File: src/design/rci_pkg.sv
// constants, types and register map of the row clock and interrupt block
package rci_pkg;

  // ****************************************************
  // clock and timing
  // ****************************************************
  localparam int unsigned RCI_CLK_HZ      = 50_000_000;
  localparam int unsigned RCI_ROW_HIGH_MS = 175;
  localparam int unsigned RCI_ROW_LOW_MS  = 25;
  localparam int unsigned RCI_CUE_HIGH_NS = 109_370;
  localparam int unsigned RCI_CUE_LOW_NS  = 15_630;
  // whole cycles; cueing figures round down to stay inside the slot
  localparam int unsigned RCI_ROW_HIGH_CYC =
    RCI_ROW_HIGH_MS * (RCI_CLK_HZ / 1000);
  localparam int unsigned RCI_ROW_LOW_CYC =
    RCI_ROW_LOW_MS * (RCI_CLK_HZ / 1000);
  localparam int unsigned RCI_CUE_HIGH_CYC =
    RCI_CUE_HIGH_NS * (RCI_CLK_HZ / 1_000_000) / 1000;
  localparam int unsigned RCI_CUE_LOW_CYC =
    RCI_CUE_LOW_NS * (RCI_CLK_HZ / 1_000_000) / 1000;
  localparam int unsigned RCI_CNT_W    = 24;
  localparam int unsigned RCI_ROW_W    = 16;
  localparam int unsigned RCI_ROWS_DEF = 600;
  localparam int unsigned RCI_MARK_SLOTS = 8;

  // ****************************************************
  // register map
  // ****************************************************
  localparam int unsigned RCI_AW       = 8;
  localparam logic [7:0]  RCI_OFF_CTRL = 8'h00;
  localparam logic [7:0]  RCI_OFF_MARK = 8'h04;
  localparam logic [7:0]  RCI_OFF_STAT = 8'h08;
  localparam logic [7:0]  RCI_OFF_MASK = 8'h0C;
  localparam logic [7:0]  RCI_OFF_POS  = 8'h10;
  localparam int unsigned RCI_MARK_ROW_LSB = 8;
  localparam int unsigned RCI_ST_FULL  = 0;
  localparam int unsigned RCI_ST_MARK  = 1;
  localparam int unsigned RCI_ST_ROW   = 2;
  localparam int unsigned RCI_ST_W     = 3;
  localparam logic [RCI_ST_W-1:0] RCI_MASK_RST = 3'h0;
  localparam logic [31:0] RCI_ZERO     = 32'h0000_0000;
  localparam logic [1:0]  RCI_OKAY     = 2'h0;
  localparam logic [1:0]  RCI_SLVERR   = 2'h2;

  typedef enum logic [1:0] {
    MODE_IDLE, MODE_RECORD, MODE_PLAY, MODE_CUE
  } rci_mode_e;

  typedef enum logic [1:0] {
    ST_IDLE, ST_PRELOAD, ST_HIGH, ST_LOW
  } rci_state_e;

  typedef struct packed {
    logic mark;
    logic full;
  } rci_flags_s;

endpackage

File: src/design/rci_sync_fall.sv
// two-stage synchroniser with falling-edge pulse for a pin input
`timescale 1ns/1ps
module rci_sync_fall (
  input  wire logic aclk,      // system clock
  input  wire logic aresetn,   // sync reset, active low
  input  wire logic pin_in,    // asynchronous pin level
  output logic      fall       // one-cycle pulse on falling edge
);
  logic meta_reg, meta_next;
  logic sync_reg, sync_next;
  logic last_reg, last_next;
  logic fall_reg, fall_next;

  // edge logic reads only the second stage and its copy
  always_comb begin
    meta_next = pin_in;
    sync_next = meta_reg;
    last_next = sync_reg;
    fall_next = last_reg & ~sync_reg;
  end

  // idle level of the select line is high
  always_ff @(posedge aclk) begin
    if (!aresetn) begin
      meta_reg <= 1'b1;
      sync_reg <= 1'b1;
      last_reg <= 1'b1;
      fall_reg <= 1'b0;
    end else begin
      meta_reg <= meta_next;
      sync_reg <= sync_next;
      last_reg <= last_next;
      fall_reg <= fall_next;
    end
  end

  assign fall = fall_reg;
endmodule

File: src/design/rci_row_irq.sv
// row boundary pulse and message interrupt with axi4-lite registers
//
// The AXI4-Lite slave port and the register addresses were decided locally.
`timescale 1ns/1ps
module rci_row_irq #(
  parameter int unsigned ROW_HIGH_CYC = rci_pkg::RCI_ROW_HIGH_CYC,
  parameter int unsigned ROW_LOW_CYC  = rci_pkg::RCI_ROW_LOW_CYC,
  parameter int unsigned CUE_HIGH_CYC = rci_pkg::RCI_CUE_HIGH_CYC,
  parameter int unsigned NUM_ROWS     = rci_pkg::RCI_ROWS_DEF
) (
  input  wire logic                     aclk,          // 50 MHz clock
  input  wire logic                     aresetn,       // sync, active low
  input  wire logic [rci_pkg::RCI_AW-1:0] s_axi_awaddr, // write address
  input  wire logic                     s_axi_awvalid, // aw valid
  output logic                          s_axi_awready, // aw ready
  input  wire logic [31:0]              s_axi_wdata,   // write data
  input  wire logic [3:0]               s_axi_wstrb,   // byte enables
  input  wire logic                     s_axi_wvalid,  // w valid
  output logic                          s_axi_wready,  // w ready
  output logic [1:0]                    s_axi_bresp,   // write response
  output logic                          s_axi_bvalid,  // b valid
  input  wire logic                     s_axi_bready,  // b ready
  input  wire logic [rci_pkg::RCI_AW-1:0] s_axi_araddr, // read address
  input  wire logic                     s_axi_arvalid, // ar valid
  output logic                          s_axi_arready, // ar ready
  output logic [31:0]                   s_axi_rdata,   // read data
  output logic [1:0]                    s_axi_rresp,   // read response
  output logic                          s_axi_rvalid,  // r valid
  input  wire logic                     s_axi_rready,  // r ready
  input  wire logic                     slave_sel_n,   // select pin
  input  wire logic                     read_irq_status_cmd, // status op
  output rci_pkg::rci_flags_s           irq_status,    // status answer
  output logic                          irq_status_valid, // answer pulse
  output logic                          row_boundary_pulse_o,  // pin out
  output logic                          row_boundary_pulse_oe, // drive
  output logic                          int_n_o,       // pin out
  output logic                          int_n_oe,      // drive low
  output logic                          irq            // cpu interrupt
);
  import rci_pkg::*;

  // ****************************************************
  // parameter checks and derived lengths
  // ****************************************************
  if (ROW_HIGH_CYC < 8 || ROW_HIGH_CYC >= (1 << RCI_CNT_W) ||
      ROW_LOW_CYC < 1 || ROW_LOW_CYC >= (1 << RCI_CNT_W) ||
      CUE_HIGH_CYC < 1 || CUE_HIGH_CYC >= (1 << RCI_CNT_W) ||
      NUM_ROWS < 1 || NUM_ROWS >= (1 << RCI_ROW_W)) begin : g_bad
    $error("rci_row_irq: timing or row parameter out of range");
  end

  localparam logic [RCI_CNT_W-1:0] HI_LEN  = RCI_CNT_W'(ROW_HIGH_CYC - 1);
  localparam logic [RCI_CNT_W-1:0] LO_LEN  = RCI_CNT_W'(ROW_LOW_CYC - 1);
  localparam logic [RCI_CNT_W-1:0] CHI_LEN = RCI_CNT_W'(CUE_HIGH_CYC - 1);
  localparam logic [RCI_CNT_W-1:0] CLO_LEN =
    RCI_CNT_W'(RCI_CUE_LOW_CYC - 1);
  // one marker slot is an eighth of a whole row
  localparam logic [RCI_CNT_W-1:0] SEG_LEN =
    RCI_CNT_W'((ROW_HIGH_CYC + ROW_LOW_CYC) / RCI_MARK_SLOTS - 1);
  localparam logic [RCI_ROW_W-1:0] LAST_ROW = RCI_ROW_W'(NUM_ROWS - 1);

  // ****************************************************
  // declarations
  // ****************************************************
  rci_state_e               state_reg, state_next;
  rci_mode_e                mode_reg, mode_next;
  logic [RCI_CNT_W-1:0]     cnt_reg, cnt_next;
  logic [RCI_CNT_W-1:0]     seg_cnt_reg, seg_cnt_next;
  logic [2:0]               seg_reg, seg_next;
  logic [RCI_ROW_W-1:0]     row_reg, row_next;
  logic [31:0]              mark_reg, mark_next;
  logic [RCI_ST_W-1:0]      st_reg, st_next;
  logic [RCI_ST_W-1:0]      mask_reg, mask_next;
  rci_flags_s               pin_reg, pin_next;
  rci_flags_s               ans_reg, ans_next;
  logic                     ans_v_reg, ans_v_next;
  logic                     rbp_oe_reg, rbp_oe_next;
  logic                     int_oe_reg, int_oe_next;
  logic                     irq_reg, irq_next;
  logic                     ev_full, ev_mark, ev_row;
  logic                     ss_fall;
  logic                     start_wr;
  rci_mode_e                wmode;
  logic                     is_play_rec;
  logic                     mark_row_hit;
  logic [RCI_AW-1:0]        awaddr_reg, awaddr_next;
  logic [31:0]              wdata_reg, wdata_next;
  logic [3:0]               wstrb_reg, wstrb_next;
  logic                     aw_have_reg, aw_have_next;
  logic                     w_have_reg, w_have_next;
  logic                     bvalid_reg, bvalid_next;
  logic [1:0]               bresp_reg, bresp_next;
  logic                     arready_reg, arready_next;
  logic                     rvalid_reg, rvalid_next;
  logic [31:0]              rdata_reg, rdata_next;
  logic [1:0]               rresp_reg, rresp_next;
  logic                     do_write, do_read, stat_rd;

  // select pin crosses into the clock domain before use
  rci_sync_fall u_sel (
    .aclk    (aclk),
    .aresetn (aresetn),
    .pin_in  (slave_sel_n),
    .fall    (ss_fall)
  );

  // merge write data into a register under the byte enables
  function automatic logic [31:0] merge(input logic [31:0] old_v,
                                        input logic [31:0] new_v,
                                        input logic [3:0]  strb);
    logic [31:0] res;
    res = old_v;
    for (int b = 0; b < 4; b++) begin
      if (strb[b]) begin
        res[8*b +: 8] = new_v[8*b +: 8];
      end
    end
    return res;
  endfunction

  // ****************************************************
  // axi4-lite slave
  // ****************************************************
  // address and data are held until both are here, in either order
  always_comb begin
    awaddr_next  = awaddr_reg;
    wdata_next   = wdata_reg;
    wstrb_next   = wstrb_reg;
    aw_have_next = aw_have_reg;
    w_have_next  = w_have_reg;
    bvalid_next  = bvalid_reg;
    bresp_next   = bresp_reg;
    arready_next = arready_reg;
    rvalid_next  = rvalid_reg;
    rdata_next   = rdata_reg;
    rresp_next   = rresp_reg;
    do_write     = aw_have_reg & w_have_reg & ~bvalid_reg;
    do_read      = s_axi_arvalid & arready_reg;
    stat_rd      = do_read & (s_axi_araddr == RCI_OFF_STAT);
    if (s_axi_awvalid && !aw_have_reg) begin
      aw_have_next = 1'b1;
      awaddr_next  = s_axi_awaddr;
    end
    if (s_axi_wvalid && !w_have_reg) begin
      w_have_next = 1'b1;
      wdata_next  = s_axi_wdata;
      wstrb_next  = s_axi_wstrb;
    end
    if (do_write) begin
      aw_have_next = 1'b0;
      w_have_next  = 1'b0;
      bvalid_next  = 1'b1;
      bresp_next   = (awaddr_reg == RCI_OFF_CTRL ||
                      awaddr_reg == RCI_OFF_MARK ||
                      awaddr_reg == RCI_OFF_MASK ||
                      awaddr_reg == RCI_OFF_STAT ||
                      awaddr_reg == RCI_OFF_POS) ? RCI_OKAY : RCI_SLVERR;
    end else if (bvalid_reg && s_axi_bready) begin
      bvalid_next = 1'b0;
    end
    if (do_read) begin
      arready_next = 1'b0;
      rvalid_next  = 1'b1;
      rresp_next   = RCI_OKAY;
      case (s_axi_araddr)
        RCI_OFF_CTRL: rdata_next = {30'h0000_0000, mode_reg};
        RCI_OFF_MARK: rdata_next = mark_reg;
        RCI_OFF_STAT: rdata_next = {29'h0000_0000, st_reg};
        RCI_OFF_MASK: rdata_next = {29'h0000_0000, mask_reg};
        RCI_OFF_POS:  rdata_next = {11'h000, seg_reg, state_reg,
                                    row_reg};
        default: begin
          rdata_next = RCI_ZERO;
          rresp_next = RCI_SLVERR;
        end
      endcase
    end else if (rvalid_reg && s_axi_rready) begin
      rvalid_next  = 1'b0;
      arready_next = 1'b1;
    end
  end

  // writes of control start or stop an operation
  assign start_wr = do_write && awaddr_reg == RCI_OFF_CTRL && wstrb_reg[0];
  assign wmode    = rci_mode_e'(wdata_reg[1:0]);

  // ****************************************************
  // row timing engine
  // ****************************************************
  assign is_play_rec  = mode_reg == MODE_RECORD || mode_reg == MODE_PLAY;
  assign mark_row_hit =
    mark_reg[RCI_MARK_ROW_LSB +: RCI_ROW_W] == row_reg;

  // a marker or memory end ends the operation at once
  always_comb begin
    state_next   = state_reg;
    mode_next    = mode_reg;
    cnt_next     = cnt_reg;
    seg_cnt_next = seg_cnt_reg;
    seg_next     = seg_reg;
    row_next     = row_reg;
    ev_full      = 1'b0;
    ev_mark      = 1'b0;
    ev_row       = 1'b0;
    if (start_wr) begin
      mode_next    = wmode;
      row_next     = '0;
      seg_next     = '0;
      seg_cnt_next = SEG_LEN;
      case (wmode)
        MODE_IDLE:   state_next = ST_IDLE;
        MODE_RECORD: begin
          state_next = ST_PRELOAD;
          cnt_next   = LO_LEN;
        end
        MODE_CUE: begin
          state_next = ST_HIGH;
          cnt_next   = CHI_LEN;
        end
        default: begin
          state_next = ST_HIGH;
          cnt_next   = HI_LEN;
        end
      endcase
    end else begin
      case (state_reg)
        ST_PRELOAD: begin
          // sample and hold stages load while the pin stays released
          if (cnt_reg == '0) begin
            state_next = ST_HIGH;
            cnt_next   = HI_LEN;
          end else begin
            cnt_next = cnt_reg - 1'b1;
          end
        end
        ST_HIGH, ST_LOW: begin
          if (mode_reg == MODE_PLAY) begin
            if (seg_cnt_reg == '0) begin
              seg_cnt_next = SEG_LEN;
              seg_next     = seg_reg + 1'b1;
              if (mark_row_hit && mark_reg[seg_reg]) begin
                ev_mark = 1'b1;
              end
            end else begin
              seg_cnt_next = seg_cnt_reg - 1'b1;
            end
          end
          if (cnt_reg != '0) begin
            cnt_next = cnt_reg - 1'b1;
          end else if (state_reg == ST_HIGH) begin
            state_next = ST_LOW;
            cnt_next   = (mode_reg == MODE_CUE) ? CLO_LEN : LO_LEN;
          end else begin
            ev_row       = 1'b1;
            seg_next     = '0;
            seg_cnt_next = SEG_LEN;
            if (row_reg == LAST_ROW) begin
              ev_full    = is_play_rec;
              state_next = ST_IDLE;
              mode_next  = MODE_IDLE;
            end else begin
              row_next   = row_reg + 1'b1;
              state_next = ST_HIGH;
              cnt_next   = (mode_reg == MODE_CUE) ? CHI_LEN : HI_LEN;
            end
          end
          if (ev_mark) begin
            state_next = ST_IDLE;
            mode_next  = MODE_IDLE;
          end
        end
        default: ;
      endcase
    end
  end

  // ****************************************************
  // flags, interrupt pin and status answer
  // ****************************************************
  // a new event in the clearing cycle wins over the clear
  always_comb begin
    pin_next.full = (pin_reg.full & ~ss_fall) | ev_full;
    pin_next.mark = (pin_reg.mark & ~ss_fall) | ev_mark;
    int_oe_next   = pin_next.full | pin_next.mark;
    ans_next     = read_irq_status_cmd ? pin_reg : ans_reg;
    ans_v_next   = read_irq_status_cmd;
    rbp_oe_next  = state_next == ST_LOW;
    mark_next    = mark_reg;
    mask_next    = mask_reg;
    if (do_write && awaddr_reg == RCI_OFF_MARK) begin
      mark_next = merge(mark_reg, wdata_reg, wstrb_reg);
    end
    if (do_write && awaddr_reg == RCI_OFF_MASK && wstrb_reg[0]) begin
      mask_next = wdata_reg[RCI_ST_W-1:0];
    end
    st_next = stat_rd ? '0 : st_reg;
    st_next[RCI_ST_FULL] = st_next[RCI_ST_FULL] | ev_full;
    st_next[RCI_ST_MARK] = st_next[RCI_ST_MARK] | ev_mark;
    st_next[RCI_ST_ROW] = st_next[RCI_ST_ROW] | ev_row;
    irq_next = |(st_next & mask_next);
  end

  // all state registers; outputs come straight from these
  always_ff @(posedge aclk) begin
    if (!aresetn) begin
      state_reg   <= ST_IDLE;
      mode_reg    <= MODE_IDLE;
      cnt_reg     <= '0;
      seg_cnt_reg <= '0;
      seg_reg     <= '0;
      row_reg     <= '0;
      mark_reg    <= RCI_ZERO;
      st_reg      <= '0;
      mask_reg    <= RCI_MASK_RST;
      pin_reg     <= '0;
      ans_reg     <= '0;
      ans_v_reg   <= 1'b0;
      rbp_oe_reg  <= 1'b0;
      int_oe_reg  <= 1'b0;
      irq_reg     <= 1'b0;
      awaddr_reg  <= '0;
      wdata_reg   <= RCI_ZERO;
      wstrb_reg   <= '0;
      aw_have_reg <= 1'b0;
      w_have_reg  <= 1'b0;
      bvalid_reg  <= 1'b0;
      bresp_reg   <= RCI_OKAY;
      arready_reg <= 1'b1;
      rvalid_reg  <= 1'b0;
      rdata_reg   <= RCI_ZERO;
      rresp_reg   <= RCI_OKAY;
    end else begin
      state_reg   <= state_next;
      mode_reg    <= mode_next;
      cnt_reg     <= cnt_next;
      seg_cnt_reg <= seg_cnt_next;
      seg_reg     <= seg_next;
      row_reg     <= row_next;
      mark_reg    <= mark_next;
      st_reg      <= st_next;
      mask_reg    <= mask_next;
      pin_reg     <= pin_next;
      ans_reg     <= ans_next;
      ans_v_reg   <= ans_v_next;
      rbp_oe_reg  <= rbp_oe_next;
      int_oe_reg  <= int_oe_next;
      irq_reg     <= irq_next;
      awaddr_reg  <= awaddr_next;
      wdata_reg   <= wdata_next;
      wstrb_reg   <= wstrb_next;
      aw_have_reg <= aw_have_next;
      w_have_reg  <= w_have_next;
      bvalid_reg  <= bvalid_next;
      bresp_reg   <= bresp_next;
      arready_reg <= arready_next;
      rvalid_reg  <= rvalid_next;
      rdata_reg   <= rdata_next;
      rresp_reg   <= rresp_next;
    end
  end

  // open-drain pins only ever pull low
  assign row_boundary_pulse_o  = 1'b0;
  assign row_boundary_pulse_oe = rbp_oe_reg;
  assign int_n_o          = 1'b0;
  assign int_n_oe         = int_oe_reg;
  assign irq              = irq_reg;
  assign irq_status       = ans_reg;
  assign irq_status_valid = ans_v_reg;
  assign s_axi_awready    = ~aw_have_reg;
  assign s_axi_wready     = ~w_have_reg;
  assign s_axi_bvalid     = bvalid_reg;
  assign s_axi_bresp      = bresp_reg;
  assign s_axi_arready    = arready_reg;
  assign s_axi_rvalid     = rvalid_reg;
  assign s_axi_rdata      = rdata_reg;
  assign s_axi_rresp      = rresp_reg;

  // ****************************************************
  // assertions
  // ****************************************************
  a_rbp_low_state: assert property (@(posedge aclk) disable iff (!aresetn)
    row_boundary_pulse_oe == (state_reg == ST_LOW))
    else $error("row pulse drive does not match low phase");
  a_row_low_len: assert property (@(posedge aclk) disable iff (!aresetn)
    $rose(row_boundary_pulse_oe) |-> cnt_reg ==
      ((mode_reg == MODE_CUE) ? CLO_LEN : LO_LEN))
    else $error("row low phase loaded with wrong length");
  a_cue_high_len: assert property (@(posedge aclk) disable iff (!aresetn)
    (state_reg == ST_LOW && cnt_reg == '0 && mode_reg == MODE_CUE &&
     row_reg != LAST_ROW && !start_wr && !ev_mark)
    |=> state_reg == ST_HIGH && cnt_reg == CHI_LEN)
    else $error("cueing high phase has wrong length");
  a_rec_preload: assert property (@(posedge aclk) disable iff (!aresetn)
    (start_wr && wmode == MODE_RECORD) |=> state_reg == ST_PRELOAD &&
      cnt_reg == LO_LEN ##1 !row_boundary_pulse_oe)
    else $error("record start did not hold pin released");
  a_int_raise: assert property (@(posedge aclk) disable iff (!aresetn)
    (ev_full || ev_mark) |=> int_n_oe && state_reg == ST_IDLE)
    else $error("ending event did not raise interrupt");
  a_int_hold: assert property (@(posedge aclk) disable iff (!aresetn)
    (int_n_oe && !ss_fall) |=> int_n_oe)
    else $error("interrupt released without select");
  a_int_clear: assert property (@(posedge aclk) disable iff (!aresetn)
    (ss_fall && !ev_full && !ev_mark) |=> !int_n_oe)
    else $error("select fall did not clear interrupt");
  a_int_set_wins: assert property (@(posedge aclk) disable iff (!aresetn)
    (ss_fall && (ev_full || ev_mark)) |=> int_n_oe)
    else $error("event lost against select clear");
  a_full_last_row: assert property (@(posedge aclk) disable iff (!aresetn)
    ev_full |-> row_reg == LAST_ROW && is_play_rec)
    else $error("overflow away from memory end");
  a_mark_play: assert property (@(posedge aclk) disable iff (!aresetn)
    ev_mark |-> mode_reg == MODE_PLAY && mark_reg[seg_reg])
    else $error("end of message outside playback marker");
  a_seg_wrap: assert property (@(posedge aclk) disable iff (!aresetn)
    ev_row |=> seg_reg == '0)
    else $error("marker slot index not restarted at row end");
  a_stat_answer: assert property (@(posedge aclk) disable iff (!aresetn)
    read_irq_status_cmd |=> irq_status_valid &&
      irq_status == $past(pin_reg))
    else $error("status answer wrong");
  a_irq_level: assert property (@(posedge aclk) disable iff (!aresetn)
    irq == |(st_reg & mask_reg))
    else $error("interrupt output disagrees with status");
endmodule

File: config.mk
export PLATFORM = sky130hd
export DESIGN_NAME = rci_row_irq
export DESIGN_NICKNAME = d
export VERILOG_FILES = /design/src/design/rci_pkg.sv /design/src/design/rci_sync_fall.sv /design/src/design/rci_row_irq.sv
export SDC_FILE = /design/constraint.sdc
export NUM_CORES = 1
export LEC_CHECK = 0
export BUFFER_PORTS_ARGS = -buffer_cell sky130_fd_sc_hd__buf_4
export CAP_MARGIN = 20
export CORE_ASPECT_RATIO = 0.5
export CORE_MARGIN = 2
export CORE_UTILIZATION = 53
export DETAILED_ROUTE_END_ITERATION = 6
export GPL_TIMING_DRIVEN = 0
export PLACE_DENSITY = 0.78
export SYNTH_ARGS = -nofsm -noshare
export SYNTH_HDL_FRONTEND = slang
export SYNTH_SLANG_ARGS = --single-unit
File: constraint.sdc
create_clock -name aclk -period 2.8 [get_ports aclk]
set_input_delay 0.28 -clock aclk [delete_from_list [all_inputs] [get_ports aclk]]
set_output_delay 0.28 -clock aclk [all_outputs]
set_load 0.01 [all_outputs]
==> out/qor.yml, run 1 <==
synth:
  avgSynthCellArea_um2: 8.359
  synthFlopType: "dfxtp_1"
  yosysUniqueCellTypes: 63
  yosys_warnings: 0
  synthArstFlopShare_pct: 0
  synth_cells: 1137
  synth_edf_count: 0
  ys_seq_area_share_pct: 42.97
  ys_seq_elements: 204
  synth_area_mm2: 0.009504
grt:
  grt_max_degree: 16
  antenna_found_initial: 0
  grt-ovfl-total: 0
  grt_pass1_vias: 8339
  grt_first_pass_wirelength_mm: 42.80
  track_usage_pct: 27.66
sta:
  fin_crit_ns: 2.868
  slew_headroom_pct: 40.98
  min_period_over_period_pct: 102.4
  drv_slew: 0
  rsz0062_at_grt: "yes"
  fin_worst_skew_ns: 0.01285
  setup_slack_ns: -0.06757
  fmax_mhz: 348.7
  setup_viol: 5
  hold_viol: 0
  tightest_slew_ns: 0.8853
power_and_ir_drop:
  pwr-share-comb_pct: 7.3
  power.density_mw_per_mm2: 518.9
  leakage_nw: 4.450
  switchingPower_w: 0.001414
  ir_drop_mv: 0.3550
  pwr-share-clk_pct: 43.4
  p_seq_share_pct: 49.3
  intPower_w: 0.004653
  swShare_pct: 23.31
clock_tree:
  cts.clk_slew.worst_paths_ns: 0.07
  htree_levels: 1
  cts_tree: "done"
  cts_root_buffer: "clkbuf_16"
  cts_sinks: 204
  cts_buffers: 19
  worstSkewPairLatency_ns: 0.50
  clk_path_buf_depth: 3
setup_path:
  cp.depth: 7
  max_stage_delay_ns: 0.57
  cp-end-kind: "flip-flop"
  cp_common_cell: "or4_4"
  path_delay_family: "simple AND/OR/NAND/NOR gates"
  crit_buf_inv: 1
  worstPathMaxFanout: 8
  crit_required_ns: 3.24
  r2r-end: "row_reg[13]"
  crit_path_start_kind: "flip-flop"
  r2r_slack_ns: -0.07
  ff2ff_path_depth: 7
  timing.rr.start: "cnt_reg[15]"
  cp_cell_sequence: "or4_4 -> or4_4 -> or4b_4 -> or2_4 -> buf_6 -> or4_4 -> nand2_1"
  cp.arrival_ns: 3.30
  crit_type: "reg -> reg"
  cp_slowest_cell: "or4_4"
finish:
  register_area_mm2: 0.004090
  stdcell_area_mm2: 0.01169
  layout-drive-gt1-share_pct: 17.60
  final_net_count: 1351
  multi_input_area_mm2: 0.005344
  fill_cells: 1381
  diodes: 0
  area_growth_pct: 23.01
floorplanning:
  num_rows: 34
  boundaryPins: 110
  core_mm2: 0.01748
  die-area_mm2: 0.01908
  die_x_um: 193.4
  initial_utilization_pct: 54.36
  fp.dieH_um: 98.69
place:
  postPlaceCellArea_mm2: 0.01061
  globalplace.congestion: 0.9426
  post-place-ws_ns: -0.7056
  io_buffer_count: 103
  dp_hpwl_mm: 19.66
worst_hold_path:
  hp-class: "in -> reg"
  min_to: "w_have_reg"
  worstHoldStart: "s_axi_wvalid"
  holdPathStages: 3
status:
  failed_checks: "negative setup slack"
  outcome: "finished, violations left"
run:
  maxCapViolations: 0
routing:
  drt-total-wl_mm: 27.45
  antenna_left: 0
  via_per_inst: 5.864
  drc_errors: 0
  dr.first_iter.drc_count: 659
  via_count: 8937
  routedWlPerCell_um: 18.01
  first_pass_iters: 6
-- worst max-delay path by stage --
stage,start,end
finish,cnt_reg[15],row_reg[13]
global route,cnt_reg[1],row_reg[7]
CTS,cnt_reg[15],row_reg[9]
detailed placement,awaddr_reg[2],cnt_reg[17]
global placement,awaddr_reg[2],cnt_reg[17]
floorplan,cnt_reg[15],row_reg[9]
-- timing repair --
action,4_1_cts,5_1_grt
hold endpoints to repair,1,0
cloned,0,1
pin swaps,5,10
setup buffers,10,7
gates resized for setup,41,51
endpoints found under the setup margin,87,71
hold buffers,1,0
-- worst register-to-register path, delay by kind of cell, from the launching register on --
kind	cells	cell delay, ns
flops	1	0.34
buf+inv	1	0.13
simple gates	6	2.34
-- cell families after synthesis --
group	synth area share [%]
adders and majority gates	1.448
buffers and inverters	4.121
DFF	42.97
other	0.03946
and+or+nand+nor	25.24
AOI/OAI and AO/OA	18.65
xor gates and xnor gates	4.792
muxes	2.738
-- power by group through the flow --
stage	registers, W	clock network (W)	logic (W)
3_3_place_gp	0.00305	0	0.000396
4_1_cts	0.00299	0.00266	0.000421
2_1_floorplan	0.00304	0	0.000235
6_report	0.00299	0.00263	0.000444
5_1_grt	0.00299	0.00278	0.000485
3_5_place_dp	0.00305	0	0.000405
-- cell usage in the layout (no fill, tap or decap), types with 5 or more instances in the layout --
cell,count
dfxtp_1,201
clkbuf_1,56
xor2_1,15
xnor2_1,36
o21ai_0,48
inv_1,19
or3_1,9
a22oi_1,20
nand2b_1,9
o211a_1,6
mux2i_1,17
nand3b_1,5
clkbuf_16,19
buf_4,124
a21oi_1,39
nand4_1,11
nor2b_1,19
ha_1,11
nor4_1,11
and2_1,26
o211ai_1,12
clkbuf_2,5
nor3_1,23
nor4_4,6
nand2_1,181
nor2_1,69
or4_1,11
buf_6,6
nand3_1,60
a21boi_0,86
-- synthesized netlist by cell type, types with 4 or more instances --
| library cell | number | share of area (%) |
|---|---|---|
| dfxtp_1 | 204 | 43 |
| nand2_1 | 183 | 7.2 |
| a21boi_0 | 89 | 7.0 |
| nor2_1 | 70 | 2.8 |
| clkbuf_1 | 64 | 2.5 |
| nand3_1 | 61 | 3.2 |
| o21ai_0 | 52 | 2.7 |
| a21oi_1 | 41 | 2.2 |
| xnor2_1 | 37 | 3.4 |
| nor3_1 | 28 | 1.5 |
| and2_1 | 26 | 1.7 |
| a22oi_1 | 20 | 1.6 |
| nor4_1 | 20 | 1.3 |
| inv_1 | 19 | 0.75 |
| nor2b_1 | 19 | 1.3 |
| mux2i_1 | 17 | 1.8 |
| xor2_1 | 15 | 1.4 |
| or4_1 | 14 | 1.1 |
| o211ai_1 | 12 | 0.95 |
| ha_1 | 11 | 1.4 |
| nand4_1 | 11 | 0.72 |
| or3_1 | 10 | 0.66 |
| nand2b_1 | 9 | 0.59 |
| o211a_1 | 6 | 0.63 |
| buf_4 | 5 | 0.39 |
| nand3b_1 | 5 | 0.39 |
| o31ai_1 | 5 | 0.39 |
| a211oi_1 | 4 | 0.32 |
| a31oi_1 | 4 | 0.26 |
| buf_2 | 4 | 0.21 |
| mux2_2 | 4 | 0.47 |
| nand4b_1 | 4 | 0.37 |
| o21a_1 | 4 | 0.32 |
| or2_2 | 4 | 0.26 |
| or3b_2 | 4 | 0.37 |
-- metrics by stage --
step / cells / hold WS (ns) / total power (W) / TNS [ns] / util, %
floorplan: 1140 / 0.3815 / 0.003279 / -0.2207 / -
global placement: 1477 / 0.3930 / 0.003446 / -37.53 / 60.63
detailed placement: 1478 / 0.4013 / 0.003458 / -25.79 / 60.69
CTS: 1519 / 0.002493 / 0.006073 / -1.225 / 65.59
global route: 1524 / 0.03180 / 0.006257 / -0.6375 / 66.87
finish: 1524 / 0.01171 / 0.006066 / -0.2365 / 66.87
-- metal layers --
layer | track usage (%) | part of all wire (%) | up-vias
met3 | 3.628 | 7.0 | 62
met4 | 9.865 | 2.9 | 0
met1 | 38.00 | 44 | 4229
met2 | 45.19 | 46 | 370
li1 | - | - | 4276
met5 | 0 | 0 | -
-- layout make-up --
cell class,count,share of cell area [%]
multi-input combinational,840,45.71
sequential,204,34.99
timing repair buffer,123,7.930
clock buffer,26,4.548
buffer,72,2.975
tap,234,2.504
clock inverter,6,0.7384
inverter,19,0.6100
(Power assumes the default switching activity.)
==> inputs of run 2 (changes only) <==
--- a/config.mk
+++ b/config.mk
@@ -13,6 +13,7 @@
 export DETAILED_ROUTE_END_ITERATION = 6
 export GPL_TIMING_DRIVEN = 0
 export PLACE_DENSITY = 0.78
+export SETUP_SLACK_MARGIN = 0.05
 export SYNTH_ARGS = -nofsm -noshare
 export SYNTH_HDL_FRONTEND = slang
 export SYNTH_SLANG_ARGS = --single-unit
==> constraint.sdc (replaced) <==
create_clock -name aclk -period 2.8 [get_ports aclk]
set_input_delay 0.56 -clock aclk [delete_from_list [all_inputs] [get_ports aclk]]
set_output_delay 0.56 -clock aclk [all_outputs]
set_load 0.01 [all_outputs]
==> out/qor.yml, run 2 (synthesis gave the netlist of run 1 again) <==
worst_hold_path:
  hp-class: "in -> reg"  # unchanged
  worstHoldStart: "slave_sel_n"  # was s_axi_wvalid
routing:
  drc_errors: 0  # unchanged
  via_per_inst: 5.844  # was 5.864
  first_pass_iters: 5  # was 6
  drt-total-wl_mm: 27.67  # was 27.45 mm
  routedWlPerCell_um: 18.13  # was 18.01 um
  antenna_left: 0  # unchanged
  dr.first_iter.drc_count: 632  # was 659
  via_count: 8918  # was 8937
setup_path:
  crit_path_start_kind: "flip-flop"  # unchanged
  path_delay_family: "simple AND/OR/NAND/NOR gates"  # unchanged
  cp-end-kind: "flip-flop"  # unchanged
  cp_slowest_cell: "or4_4"  # unchanged
  crit_required_ns: 3.24  # about the same
  timing.rr.start: "cnt_reg[15]"  # unchanged
  crit_type: "reg -> reg"  # unchanged
  startpoint: "cnt_reg[15]"  # unchanged
  max_stage_delay_ns: 0.52  # was 0.57 ns
  worstPathMaxFanout: 8  # unchanged
  cp_cell_sequence: "or4_4 -> or4_4 -> or4b_4 -> or2_4 -> buf_6 -> or4_4 -> nand2_2"  # was or4_4 -> or4_4 -> or4b_4 -> or2_4 -> buf_6 -> or4_4 -> nand2_1
  cp.arrival_ns: 3.31  # was 3.30 ns
  crit_buf_inv: 1  # unchanged
  cp_common_cell: "or4_4"  # unchanged
floorplanning:
  boundaryPins: 110  # unchanged
  num_rows: 34  # unchanged
  core_mm2: 0.01748  # unchanged
  die-area_mm2: 0.01908  # unchanged
  initial_utilization_pct: 54.36  # unchanged
  die_x_um: 193.4  # unchanged
  fp.dieH_um: 98.69  # unchanged
grt:
  grt-ovfl-total: 0  # unchanged
  antenna_found_initial: 0  # unchanged
  grt_max_degree: 16  # unchanged
  grt_pass1_vias: 8495  # was 8339
  track_usage_pct: 28.13  # was 27.66%
  grt_first_pass_wirelength_mm: 43.41  # was 42.80 mm
sta:
  fmax_mhz: 348.3  # was 348.7 MHz
  tightest_slew_ns: 0.8684  # was 0.8853 ns
  tns_ns: -0.08748  # was -0.2365 ns
  fin_worst_skew_ns: 0.01219  # was 0.01285 ns
  setup_slack_ns: -0.07120  # was -0.06757 ns
  setup_viol: 2  # was 5
  rsz0062_at_grt: "yes"  # unchanged
  min_period_over_period_pct: 102.5  # was 102.4%
  hold_viol: 0  # unchanged
  fin_crit_ns: 2.871  # was 2.868 ns
  drv_slew: 0  # unchanged
  slew_headroom_pct: 42.11  # was 40.98%
place:
  io_buffer_count: 103  # unchanged
  globalplace.congestion: 0.9426  # unchanged
  post-place-ws_ns: -0.7056  # unchanged
  dp_hpwl_mm: 19.66  # unchanged
clock_tree:
  cts_tree: "done"  # unchanged
  worstSkewPairLatency_ns: 0.50  # about the same
  cts_buffers: 19  # unchanged
  htree_levels: 1  # unchanged
  cts_sinks: 204  # unchanged
  hold_buffers: 0  # was 1
  cts.clk_slew.worst_paths_ns: 0.06  # was 0.07 ns
  clk_path_buf_depth: 3  # unchanged
  cts_root_buffer: "clkbuf_16"  # unchanged
finish:
  area_growth_pct: 24.09  # was 23.01%
  final_common_cell: "dfxtp_1"  # unchanged
  final_cell_mix: "198 x dfxtp_1, 182 x nand2_1, 124 x buf_4"  # was 201 x dfxtp_1, 181 x nand2_1, 124 x buf_4
  diodes: 0  # unchanged
  fill_cells: 1368  # was 1381
  final_net_count: 1353  # was 1351
  layout-drive-gt1-share_pct: 18.58  # was 17.60%
run:
  maxCapViolations: 0  # unchanged
power_and_ir_drop:
  ir_drop_mv: 0.3568  # was 0.3550 mV
  leakage_nw: 4.561  # was 4.450 nW
  power.density_mw_per_mm2: 513.9  # was 518.9 mW/mm2
status:
  outcome: "finished, violations left"  # unchanged
  failed_checks: "negative setup slack"  # unchanged
[run 2: cell types whose count changed in the layout (fill, tap and decap cells not counted), sizes merged]
| cell | delta |
|---|---|
| buf | -1 |
| clkbuf | +4 |
| dlygate4sd3 | -1 |
[run 2: worst paths after layout]
path               endpoint  slack, ns  cells past startpoint
min          u_sel.meta_reg       0.26                      2
max reg2reg      row_reg[7]      -0.07                      7
max              row_reg[7]      -0.07                      7
min reg2reg      u_sel.fall       0.42                      2
[run 2: cell type report]
class	instances	area (um2)	area share, %
buffer	73	361.6	3.066
clock buffer	26	531.8	4.509
clock inverter	6	86.33	0.7320
inverter	19	71.32	0.6047
multi-input combinational	840	5399	45.78
sequential	204	4096	34.73
tap	234	292.8	2.482
timing repair buffer	124	954.7	8.095
[run 2: worst reg2reg max path, stage by stage, from the launching register on]
cell     delay (ns)
dfxtp_4        0.34
or4_4          0.52
or4_4          0.46
or4b_4         0.51
or2_4          0.28
buf_6          0.13
or4_4          0.51
nand2_2        0.06
[run 2: metrics by stage]
stage	hold slack, ns	utilization, %	power [W]	cells	area [um2]
2_1_floorplan	0.3863	-	0.003279	1140	9534
3_3_place_gp	0.3930	60.63	0.003446	1477	10600
3_5_place_dp	0.4013	60.69	0.003458	1478	10610
4_1_cts	0.2469	66.75	0.006077	1523	11670
5_1_grt	0.2580	67.45	0.006251	1526	11790
6_report	0.2598	67.45	0.006060	1526	11790
[run 2: power breakdown]
part	internal, W	total (W)	switching, W
registers	0.00295	0.00299	0.0000375
clock network	0.00152	0.00263	0.00112
logic	0.000181	0.000441	0.000259
total	0.00465	0.00606	0.00141
[run 2: per-layer routing]
layer	vias up	share of wire (%)	GRT usage, %
met3	67	6.9	3.799
met5	-	0	0
li1	4272	-	-
met2	337	46	46.32
met4	0	2.8	10.45
met1	4242	44	38.15
[run 2: repair_timing]
item | in CTS | in global routing
buffers inserted | 13 | 6
gates cloned | 1 | 0
endpoints found under the setup margin | 106 | 108
gates resized for setup | 73 | 34
pin swaps | 14 | 7
==> inputs of run 3 (changes only) <==
--- a/config.mk
+++ b/config.mk
@@ -5,7 +5,7 @@
 export SDC_FILE = /design/constraint.sdc
 export NUM_CORES = 1
 export LEC_CHECK = 0
-export BUFFER_PORTS_ARGS = -buffer_cell sky130_fd_sc_hd__buf_4
+export BUFFER_PORTS_ARGS = -buffer_cell sky130_fd_sc_hd__clkbuf_2
 export CAP_MARGIN = 20
 export CORE_ASPECT_RATIO = 0.5
 export CORE_MARGIN = 2
@@ -14,6 +14,7 @@
 export GPL_TIMING_DRIVEN = 0
 export PLACE_DENSITY = 0.78
 export SETUP_SLACK_MARGIN = 0.05
+export SLEW_MARGIN = 5
 export SYNTH_ARGS = -nofsm -noshare
 export SYNTH_HDL_FRONTEND = slang
 export SYNTH_SLANG_ARGS = --single-unit
==> out/qor.yml, run 3 (synthesis gave the netlist of run 1 again) <==
finish:
  area_growth_pct: 21.76  # was 24.09%
  final_cell_mix: "201 x dfxtp_1, 183 x nand2_1, 111 x clkbuf_2"  # was 198 x dfxtp_1, 182 x nand2_1, 124 x buf_4
  final_common_cell: "dfxtp_1"  # unchanged
  fin_cells: 1531  # was 1526
  final_net_count: 1356  # was 1353
  layout-drive-gt1-share_pct: 18.36  # was 18.58%
place:
  io_buffer_count: 103  # unchanged
  dp_cells: 1477  # was 1478
  dp_hpwl_mm: 19.20  # was 19.66 mm
  globalplace.congestion: 0.9273  # was 0.9426
  post-place-ws_ns: -0.6664  # was -0.7056 ns
sta:
  hold_viol: 0  # unchanged
  fmax_mhz: 340.4  # was 348.3 MHz
  hold_slack_ns: 0.2701  # was 0.2598 ns
  slew_headroom_pct: 48.37  # was 42.11%
  setup_slack_ns: -0.1375  # was -0.07120 ns
  fin_worst_skew_ns: 0.01851  # was 0.01219 ns
  setup_viol: 7  # was 2
  min_period_over_period_pct: 104.9  # was 102.5%
  drv_slew: 0  # unchanged
  rsz0062_at_grt: "yes"  # unchanged
  fin_crit_ns: 2.937  # was 2.871 ns
  tightest_slew_ns: 0.7745  # was 0.8684 ns
  tns_ns: -0.6169  # was -0.08748 ns
setup_path:
  cp.arrival_ns: 3.38  # was 3.31 ns
  crit_type: "reg -> reg"  # unchanged
  crit_path_start_kind: "flip-flop"  # unchanged
  crit_required_ns: 3.24  # about the same
  worstPathMaxFanout: 7  # was 8
  cp-end-kind: "flip-flop"  # unchanged
clock_tree:
  clk_path_buf_depth: 3  # unchanged
  cts_buffers: 20  # was 19
  cts_tree: "done"  # unchanged
  cts_sinks: 204  # unchanged
  worstSkewPairLatency_ns: 0.50  # about the same
  hold_buffers: 0  # unchanged
  cts_root_buffer: "clkbuf_16"  # unchanged
  htree_levels: 1  # unchanged
  cts.clk_slew.worst_paths_ns: 0.07  # was 0.06 ns
worst_hold_path:
  hp-class: "in -> reg"  # unchanged
routing:
  first_pass_iters: 6  # was 5
  via_count: 9023  # was 8918
  routedWlPerCell_um: 17.88  # was 18.13 um
  antenna_left: 0  # unchanged
  dr.first_iter.drc_count: 918  # was 632
  via_per_inst: 5.894  # was 5.844
  drc_errors: 0  # unchanged
  drt-total-wl_mm: 27.37  # was 27.67 mm
floorplanning:
  initial_utilization_pct: 54.36  # unchanged
  die_x_um: 193.4  # unchanged
  die-area_mm2: 0.01908  # unchanged
  boundaryPins: 110  # unchanged
  num_rows: 34  # unchanged
  core_mm2: 0.01748  # unchanged
  fp.dieH_um: 98.69  # unchanged
power_and_ir_drop:
  power.density_mw_per_mm2: 525.8  # was 513.9 mW/mm2
  ir_drop_mv: 0.4896  # was 0.3568 mV
  leakage_nw: 4.473  # was 4.561 nW
status:
  outcome: "finished, violations left"  # unchanged
  failed_checks: "negative setup slack"  # unchanged
run:
  maxCapViolations: 0  # unchanged
grt:
  grt_max_degree: 15  # was 16
  track_usage_pct: 27.67  # was 28.13%
  grt_pass1_vias: 8411  # was 8495
  antenna_found_initial: 1  # was 0
  grt_first_pass_wirelength_mm: 43.33  # was 43.41 mm
  grt-ovfl-total: 0  # unchanged
run 3: routing by layer:
metal | global-route usage (%) | share of wire, % | wire, um | vias to the layer above
li1 | - | - | - | 4280
met1 | 37.25 | 43 | 11880 | 4265
met2 | 45.99 | 46 | 12590 | 403
met3 | 5.031 | 7.7 | 2114 | 75
met4 | 7.810 | 2.8 | 779 | 0
met5 | 0 | 0 | 0 | -
run 3: stage by stage:
| step | power [W] | util, % | instance area (um2) |
|---|---|---|---|
| floorplan | 0.003279 | - | 9534 |
| global placement | 0.003418 | 59.15 | 10340 |
| detailed placement | 0.003428 | 59.19 | 10350 |
| CTS | 0.006079 | 64.62 | 11300 |
| global route | 0.006276 | 66.17 | 11570 |
| finish | 0.006085 | 66.19 | 11570 |
run 3: power by group:
part	switching, W	internal (W)
clock network	0.00115	0.00152
logic	0.000261	0.000161
registers	0.0000368	0.00295
total	0.00145	0.00464
run 3: worst max-delay path: stages, from the launching register on:
cell and delay (ns):
dfxtp_4 0.35, or4_4 0.55, or4_4 0.58, or4b_4 0.56, or2_1 0.26, buf_6 0.14, or4_4 0.40, nand2_1 0.06
run 3: final cells by class:
cell class | instances | area (um2)
diodes | 1 | 2.502
plain buffers | 73 | 366.6
clock buffers | 28 | 571.8
clock inverters | 6 | 61.31
fillers | 1377 | 5912
inverters | 19 | 71.32
multi-input cells | 840 | 5401
flip-flops and latches | 204 | 4090
well taps | 234 | 292.8
repair buffers | 126 | 714.4
run 3: path summary, 6_finish.rpt:
path	slack, ns	cells after the start	start	end
worst max register to register	-0.14	7	cnt_reg[15]	row_reg[9]
worst max-delay path	-0.14	7	cnt_reg[15]	row_reg[9]
worst min register to register	0.41	1	u_sel.meta_reg	u_sel.last_next
worst min-delay path	0.27	2	slave_sel_n	u_sel.meta_reg
run 3: what timing repair did:
| action | in CTS | in global routing |
|---|---|---|
| endpoints found under the setup margin | 106 | 103 |
| setup buffers | 9 | 12 |
| resized for setup | 58 | 55 |
| pin swaps | 5 | 19 |
| cloned | 1 | 1 |
